$ cat src/hw/dac_cal_cfg.svh
// register offsets, field positions, reset values and timing counts
// assumes a 16-bit word bus with one register per even byte offset
//
// Operation
// - control value 0100H selects single DAC-register conversion
// - 8000H/8100H fetch offset upper/lower byte
// - 8200H/8300H fetch gain upper/lower byte
// - ready on bit 0, byte on 15:8
// - coefficients held in quarter-LSB units
// - coefficients stored as two's complement
// - channel 0 code register at 10H
// - 0001H to 0EH updates all converters together
`ifndef DAC_CAL_CFG_SVH
`define DAC_CAL_CFG_SVH
// =========================================
// register offsets (byte address bits 5:0, even offsets only)
`define OFS_MODE_CTRL 6'h00
`define OFS_FETCH_REQ 6'h0A
`define OFS_FETCH_RES 6'h0C
`define OFS_LAUNCH 6'h0E
`define OFS_CH0_CODE 6'h10
// =========================================
// values and fields
`define MODE_SINGLE_DACREG 16'h0100
`define MODE_RESET 16'h0000
`define LAUNCH_GO 16'h0001
`define FETCH_GO_BIT 15
`define FETCH_ADDR_MSB 14
`define FETCH_ADDR_LSB 8
`define RES_READY_BIT 0
`define CODE_RESET 16'h0000
// =========================================
// timing: calibration memory access time
`define CAL_ACCESS_NS 1000
`define CLK_PERIOD_NS 50
`define CAL_ACCESS_CYC ((`CAL_ACCESS_NS + `CLK_PERIOD_NS - 1) / `CLK_PERIOD_NS)
`endif

$ cat src/hw/dac_cal_pkg.sv
// types shared by the calibration readout design
// assumes the config header supplies all numeric constants
package dac_cal_pkg;
    // =========================================
    // fetch engine states
    typedef enum logic [1:0] {
        FETCH_IDLE = 2'b00,
        FETCH_WAIT = 2'b01,
        FETCH_DONE = 2'b10
    } fetch_state_t;
endpackage

$ cat src/hw/cal_byte_rom.sv
// calibration memory: holds factory coefficient bytes
// assumes a synchronous read, one cycle latency
`timescale 1ns/1ps
module cal_byte_rom #(
    parameter int ADDR_W = 7
) (
    input wire logic clk_in,
    input wire logic [ADDR_W-1:0] addr_in,
    output logic [7:0] data_out
);
    // =========================================
    // storage
    // two's complement words in quarter-LSB units, upper byte first
    logic [7:0] mem [0:(1<<ADDR_W)-1];
    initial begin
        for (int i = 0; i < (1 << ADDR_W); i++) begin
            mem[i] = 8'h00;
        end
        // channel 0 offset -43, gain -185 as example factory data
        mem[0] = 8'hFF;
        mem[1] = 8'hD5;
        mem[2] = 8'hFF;
        mem[3] = 8'h47;
    end
    // registered read
    always_ff @(posedge clk_in) begin
        data_out <= mem[addr_in];
    end
endmodule

$ cat src/hw/dac_cal_top.sv
// register file, calibration fetch engine and simultaneous update
// assumes a host bus with one-cycle strobes, synchronous to clk_in
// the calibration memory is an internal byte array, so no memory
// pins leave the block
`include "dac_cal_cfg.svh"
`timescale 1ns/1ps
module dac_cal_top #(
    // number of converter channels, eight on the full build
    parameter int NUM_CH = 8,
    // byte address width of the calibration memory
    parameter int CAL_ADDR_W = 7,
    // memory access time in clock cycles
    parameter int ACCESS_CYC = `CAL_ACCESS_CYC
) (
    input wire logic clk_in,
    input wire logic rstn_in,
    input wire logic wr_en_in,
    input wire logic rd_en_in,
    input wire logic [5:0] addr_in,
    input wire logic [15:0] wdata_in,
    output logic [15:0] rdata_out,
    output logic rvalid_out,
    output logic [16*NUM_CH-1:0] dac_code_out,
    output logic dac_load_out,
    output logic single_dacreg_mode_out
);
    // =========================================
    // elaboration checks: refuse sizes the logic cannot serve
    // more than eight channels would run past the last code register
    if (NUM_CH < 1 || NUM_CH > 8) begin
        $error("NUM_CH out of range");
    end
    // the wait counter is sixteen bits wide
    if (ACCESS_CYC < 1 || ACCESS_CYC > 65535) begin
        $error("ACCESS_CYC out of range");
    end
    // the byte address field of the request word is seven bits
    if (CAL_ADDR_W != 7) begin
        $error("CAL_ADDR_W must be 7");
    end

    // =========================================
    // decode
    // strobes are one cycle wide, so each decode fires once per access
    // writes to the status offset match nothing and fall away
    // a read and a write may share a cycle; they decode apart
    logic wr_mode, wr_fetch, wr_launch;
    logic [NUM_CH-1:0] wr_ch;
    assign wr_mode = wr_en_in && (addr_in == `OFS_MODE_CTRL);
    assign wr_fetch = wr_en_in && (addr_in == `OFS_FETCH_REQ);
    assign wr_launch = wr_en_in && (addr_in == `OFS_LAUNCH);
    // channel registers at 10H, 12H, ... one word each
    always_comb begin
        for (int c = 0; c < NUM_CH; c++) begin
            wr_ch[c] = wr_en_in && (addr_in == 6'(`OFS_CH0_CODE + 2 * c));
        end
    end

    // =========================================
    // mode and trigger control
    // plain storage: the host reads back whatever it wrote
    // only the one single-conversion value is decoded into a mode
    // a write of any other value leaves the mode off
    logic [15:0] mode_q;
    always_ff @(posedge clk_in or negedge rstn_in) begin
        if (!rstn_in) begin
            mode_q <= `MODE_RESET;
        end else if (wr_mode) begin
            mode_q <= wdata_in;
        end
    end
    // single conversion from channel registers, all triggers on
    // registered so the output comes straight from a flip-flop,
    // at the cost of one cycle of lag after the control write
    always_ff @(posedge clk_in or negedge rstn_in) begin
        if (!rstn_in) begin
            single_dacreg_mode_out <= 1'b0;
        end else begin
            single_dacreg_mode_out <= (mode_q == `MODE_SINGLE_DACREG);
        end
    end

    // =========================================
    // channel code registers, two's complement
    // the host writes corrected codes already limited to range
    // nothing reaches the converters until a launch
    logic [15:0] code_q [0:NUM_CH-1];
    always_ff @(posedge clk_in or negedge rstn_in) begin
        if (!rstn_in) begin
            for (int c = 0; c < NUM_CH; c++) begin
                code_q[c] <= `CODE_RESET;
            end
        end else begin
            for (int c = 0; c < NUM_CH; c++) begin
                if (wr_ch[c]) begin
                    code_q[c] <= wdata_in;
                end
            end
        end
    end

    // =========================================
    // launch: all converters take their codes in the same cycle
    // a write of any other value is ignored
    // codes are copied in one edge so no converter leads another
    always_ff @(posedge clk_in or negedge rstn_in) begin
        if (!rstn_in) begin
            dac_code_out <= '0;
            dac_load_out <= 1'b0;
        end else begin
            // pulse low unless a launch is taken this cycle
            dac_load_out <= 1'b0;
            if (wr_launch && wdata_in == `LAUNCH_GO) begin
                for (int c = 0; c < NUM_CH; c++) begin
                    dac_code_out[16*c +: 16] <= code_q[c];
                end
                dac_load_out <= 1'b1;
            end
        end
    end

    // =========================================
    // coefficient fetch engine
    // bit 15 starts, bits 14:8 pick the byte (8000H..8300H for ch 0)
    // the access time is a fixed wait of ACCESS_CYC cycles; a slower
    // memory only needs a larger parameter
    dac_cal_pkg::fetch_state_t state_q;
    logic [CAL_ADDR_W-1:0] cal_addr_q;
    logic [15:0] wait_q;
    logic ready_q;
    logic [7:0] byte_q;
    logic [7:0] rom_byte;
    logic start;
    assign start = wr_fetch && wdata_in[`FETCH_GO_BIT];

    always_ff @(posedge clk_in or negedge rstn_in) begin
        if (!rstn_in) begin
            // idle with the first byte selected
            state_q <= dac_cal_pkg::FETCH_IDLE;
            cal_addr_q <= '0;
            wait_q <= '0;
        end else if (start) begin
            // a new start restarts even a fetch in flight
            cal_addr_q <= wdata_in[`FETCH_ADDR_MSB:`FETCH_ADDR_LSB];
            wait_q <= 16'(ACCESS_CYC);
            state_q <= dac_cal_pkg::FETCH_WAIT;
        end else begin
            // count down the access time, then hand over for one cycle
            case (state_q)
                dac_cal_pkg::FETCH_WAIT: begin
                    // last count: the memory byte has settled by now
                    if (wait_q <= 16'h0001) begin
                        state_q <= dac_cal_pkg::FETCH_DONE;
                    end else begin
                        wait_q <= wait_q - 16'h0001;
                    end
                end
                dac_cal_pkg::FETCH_DONE: begin
                    // one cycle to latch the byte, then back to idle
                    state_q <= dac_cal_pkg::FETCH_IDLE;
                end
                // idle and any stray code rest here
                default: begin
                    state_q <= dac_cal_pkg::FETCH_IDLE;
                end
            endcase
        end
    end

    // ready and byte; start clears ready so no stale byte looks valid
    // the byte is latched at the same edge as ready, so a poll that
    // sees ready high always sees the matching byte
    always_ff @(posedge clk_in or negedge rstn_in) begin
        if (!rstn_in) begin
            ready_q <= 1'b0;
            byte_q <= 8'h00;
        end else if (start) begin
            ready_q <= 1'b0;
            // otherwise ready holds until the next start
        end else if (state_q == dac_cal_pkg::FETCH_DONE) begin
            ready_q <= 1'b1;
            byte_q <= rom_byte;
        end
    end

    // calibration memory, read every cycle at the held address;
    // its registered output follows the address by one cycle
    cal_byte_rom #(.ADDR_W(CAL_ADDR_W)) u_rom (
        .clk_in(clk_in),
        .addr_in(cal_addr_q),
        .data_out(rom_byte)
    );

    // =========================================
    // read mux, registered; unmapped and write-only read as zero
    // data stands for the one cycle after the strobe, no wait state
    // idle cycles return zero so a stray sample reads nothing
    always_ff @(posedge clk_in or negedge rstn_in) begin
        if (!rstn_in) begin
            rdata_out <= 16'h0000;
            rvalid_out <= 1'b0;
        end else begin
            rvalid_out <= rd_en_in;
            rdata_out <= 16'h0000;
            if (rd_en_in) begin
                if (addr_in == `OFS_MODE_CTRL) begin
                    // control reads back as written
                    rdata_out <= mode_q;
                end else if (addr_in == `OFS_FETCH_RES) begin
                    // status: byte on top, ready in bit 0
                    rdata_out <= {byte_q, 7'h00, ready_q};
                end
                // channel code registers, one word apart
                for (int c = 0; c < NUM_CH; c++) begin
                    if (addr_in == 6'(`OFS_CH0_CODE + 2 * c)) begin
                        rdata_out <= code_q[c];
                    end
                end
            end
        end
    end
endmodule

$ cat config.mk
export PLATFORM = sky130hd
export DESIGN_NAME = dac_cal_top
export DESIGN_NICKNAME = d
export VERILOG_FILES = /design/src/hw/dac_cal_pkg.sv /design/src/hw/cal_byte_rom.sv /design/src/hw/dac_cal_top.sv
export VERILOG_INCLUDE_DIRS = /design/src /design/src/hw
export SDC_FILE = /design/constraint.sdc
export NUM_CORES = 1
export LEC_CHECK = 0
export BUFFER_PORTS_ARGS = -buffer_cell sky130_fd_sc_hd__buf_2
export CORE_MARGIN = 10
export CORE_UTILIZATION = 50
export CTS_BUF_LIST = sky130_fd_sc_hd__clkbuf_16
export DETAILED_ROUTE_END_ITERATION = 8
export PLACE_DENSITY = 0.76
export SLEW_MARGIN = 0
export SYNTH_ARGS = -nofsm -noshare
export SYNTH_HDL_FRONTEND = slang
export SYNTH_SLANG_ARGS = --single-unit
$ cat constraint.sdc
create_clock -name clk_in -period 3.55 [get_ports clk_in]
set_input_delay 0.1775 -clock clk_in [delete_from_list [all_inputs] [get_ports clk_in]]
set_output_delay 0.1775 -clock clk_in [all_outputs]
set_load 0.005 [all_outputs]
==> results.tsv <==
metric	value	unit
run status	complete, no violations	
first-pass GRT wire length	52.9	mm
global placement routability congestion	0.900	
achievable frequency	397	MHz
half-perimeter wire length of the detailed placement result	24.1	mm
initial antenna violation count	2	
main flop type after synthesis	sky130_fd_sc_hd__dfrtp_1	
area used by sequential logic in the layout	0.00811	mm²
dominant delay contributor by cell family on the critical path	compound AO/OA/AOI/OAI gates	
Total Die Area	0.0341	mm²
Synth area leader	sky130_fd_sc_hd__dfrtp_1	
starting density of the core	50.5	%
layout cell share with drive strength beyond 1	46.1	%
pin count of the biggest net entering global routing	130	
average instance area after synthesis	14.0	µm²
Synth Instances	969	
GRT Overall Usage	20.0	%
Remaining DRCs	0	
portion of synthesized cell area occupied by the leading cell type	59.3	%
final worst-path cycle share	71.0	%
critical path capture point type	register	
total gr overflow	0	
utilization after layout	59.1	%
power after layout	0.00842	W
post-synthesis instance area	0.0135	mm²
CTS root buffer	sky130_fd_sc_hd__clkbuf_16	
Critical Path Source Type	input port	
Post-layout nets	1157	
master of the slowest instance on the critical path	sky130_fd_sc_hd__a31oi_1	
number of nets still failing antenna checks after routing	0	
instance area at placement	0.0147	mm²
number of iterations in the first detailed-routing pass	5	
setup repair after global routing missed its margin	no	
DR iter-0 viols	793	
CTS Sinks	325	
Final Routed Wirelength	34.4	mm
wire length per cell	23.0	µm
clock transition time at the flip-flop clock pins of the worst setup and hold paths	0.06	ns
DP Cell Count	1431	
clock latency on the worst-skew pair	0.51	ns
final-report max-slew violation count	0	
maximum buffer depth of the clock tree	3	
setup skew after layout	0.0121	ns
Vias/cell	5.91	
number of port buffers	172	
summed negative setup slack over all endpoints	0	ns
total number of yosys warnings	0	
post-synth cell types	58	
Filler Cells Inserted	2113	
via count of the first global-routing pass	9020	
post-layout minimum cycle time	2.52	ns
Die W	185	µm
CP Max Fanout	14	
type of the worst min-delay path	in -> reg	
max_cap viols	0	
Fin. Hold Viols	0	
worst-margin pin slew	0.902	ns
share of the yosys chip area belonging to registers	59.9	%
Yosys reg bits	325	
type of the setup path with the least slack	in -> reg	
total of endpoints with negative setup slack in the final report	0	
number of synthesized flops with an enable pin	0	
largest cells by area after synthesis	sky130_fd_sc_hd__dfrtp_1 59%, sky130_fd_sc_hd__mux2_2 23%, sky130_fd_sc_hd__a22oi_1 1.6%	
number of buffers inserted to repair setup after CTS	0	
vertical die dimension	185	µm
cells traversed along the worst timing path	dlygate4sd3_1 -> buf_2 -> inv_1 -> a31oi_1 -> o21ai_0 -> a31oi_1 -> o21bai_1	
Synth Net Count	997	
total power per unit cell area	532	mW/mm²
cell leakage power	7.97	nW
Finished Cell Area	0.0158	mm²
buffers plus inverters on the worst setup path	3	
via total after detailed routing	8829	
endpoint required time on the critical path	3.97	ns
Max stage delay on crit path	0.76	ns
clock tree from TritonCTS	yes	
core area	0.0268	mm²
FP Rows	60	
TritonCTS buffer count	35	
number of cells in the finished layout apart from fillers	1495	
Peak VDD IR	0.000319	V
total I/O pin count	173	
synthesis-to-layout area growth	16.9	%
Post-synth ARST share	98.8	%
data arrival time of the worst path	2.94	ns
number of H-tree levels	2	
area of the multi-input gates	0.00509	mm²
Most common cell on crit path	sky130_fd_sc_hd__a31oi_1	
headroom to the max-slew limit	39.6	%
logic make-up (layout without fill, tap and decap cells):
kind of cell | count (synthesis) | in the layout | synth area share, %
flip-flops | 325 | 325 | 59.9
multiplexers | 287 | 287 | 23.8
AND/OR/NAND/NOR | 151 | 151 | 6.51
AO/OA/AOI/OAI | 116 | 116 | 6.08
buffers and inverters | 74 | 258 | 2.60
XOR/XNOR | 14 | 14 | 0.905
adder cells (fa/ha/maj) | 2 | 2 | 0.185
other | 0 | 1 | 0
through the flow:
stage | setup WS, ns | hold slack (ns)
2_1_floorplan | 1.45 | -0.118
3_3_place_gp | 1.06 | 0.211
3_5_place_dp | 0.895 | 0.220
4_1_cts | 1.21 | 0.0557
5_1_grt | 1.03 | 0.0741
6_report | 1.03 | 0.0653
sequential cells by signal, summed over array words and instances (netlist names):
signal                  flops
rdata_out                  16
u_rom.data_out              4
ready_q                     1
code_q                    128
cal_addr_q                  7
dac_load_out                1
single_dacreg_mode_out      1
state_q                     2
mode_q                     16
dac_code_out              128
rvalid_out                  1
byte_q                      4
wait_q                     16
where the power goes:
part           internal, W  switching, W
sequential         0.00399      0.000286
combinational     0.000273      0.000283
clock              0.00217       0.00142
cells in the final DEF (no fill, tap or decap), types with 4 or more instances in the layout:
master,n
sky130_fd_sc_hd__a2111oi_0,4
sky130_fd_sc_hd__a211oi_1,6
sky130_fd_sc_hd__a21oi_1,12
sky130_fd_sc_hd__a221oi_1,9
sky130_fd_sc_hd__a22oi_1,29
sky130_fd_sc_hd__and2_1,9
sky130_fd_sc_hd__and3_1,19
sky130_fd_sc_hd__buf_2,171
sky130_fd_sc_hd__buf_4,12
sky130_fd_sc_hd__bufinv_16,4
sky130_fd_sc_hd__clkbuf_16,37
sky130_fd_sc_hd__clkinv_1,6
sky130_fd_sc_hd__clkinv_2,4
sky130_fd_sc_hd__dfrtp_1,321
sky130_fd_sc_hd__dfxtp_1,4
sky130_fd_sc_hd__inv_1,16
sky130_fd_sc_hd__mux2_2,282
sky130_fd_sc_hd__mux2i_1,5
sky130_fd_sc_hd__nand2_1,27
sky130_fd_sc_hd__nand2b_1,5
sky130_fd_sc_hd__nor2_1,24
sky130_fd_sc_hd__nor3_1,9
sky130_fd_sc_hd__nor4_1,13
sky130_fd_sc_hd__o21ai_0,14
sky130_fd_sc_hd__o221ai_1,9
sky130_fd_sc_hd__o22ai_1,17
sky130_fd_sc_hd__or2_2,5
sky130_fd_sc_hd__or3_1,8
sky130_fd_sc_hd__xnor2_1,11
path summary, 6_finish.rpt:
path	from	to	slack (ns)	cells after the start
worst max-delay path	rd_en_in	rdata_out[9]	1.03	7
worst min-delay path	wdata_in[9]	cal_addr_q[1]	0.07	3
worst max register to register	wait_q[10]	state_q[0]	1.25	4
worst min register to register	u_rom.data_out[1]	byte_q[1]	0.47	1
max in group asynchronous	rstn_in	dac_code_out[51]	2.19	3
min in group asynchronous	rstn_in	wait_q[8]	0.27	2
timing repair:
item,4_1_cts,5_1_grt
hold buffers,2,0
hold endpoints to repair,80,0
gates resized for setup,0,0
cells in the mapped netlist, drive strengths merged (4+ instances only):
cell type,count
a2111oi,4
a211oi,6
a21oi,12
a221oi,9
a22oi,29
and2,10
and3,19
buf,41
clkbuf,25
dfrtp,321
dfxtp,4
inv,8
mux2,282
mux2i,5
nand2,28
nand2b,5
nor2,25
nor3,10
nor4,15
nor4b,4
o21ai,14
o221ai,9
o22ai,17
or2,5
or3,8
or4,4
xnor2,11
per-layer routing:
layer / GRT usage (%) / vias up / share of wire (%) / wire length [µm]
met3: 4.75 / 41 / 7.9 / 2730
met4: 5.34 / 0 / 1.6 / 565
met1: 27.8 / 4563 / 44 / 15300
li1: - / 3885 / - / -
met5: 0 / - / 0 / 0
met2: 30.6 / 340 / 46 / 15900
area by class of cell:
cell class / instances / area share, %
flip-flops and latches: 325 / 51.2
multi-input cells: 570 / 32.1
repair buffers: 189 / 6.57
clock buffers: 37 / 5.85
well taps: 341 / 2.69
clock inverters: 24 / 1.32
inverters: 8 / 0.190
diodes: 1 / 0.0158
worst min-delay path, cell delays in order:
cell,delay (ns)
sky130_fd_sc_hd__buf_2,0.19
sky130_fd_sc_hd__nand2_1,0.08
sky130_fd_sc_hd__o21ai_0,0.07
No activity file was read; power rests on OpenSTA's default activity.
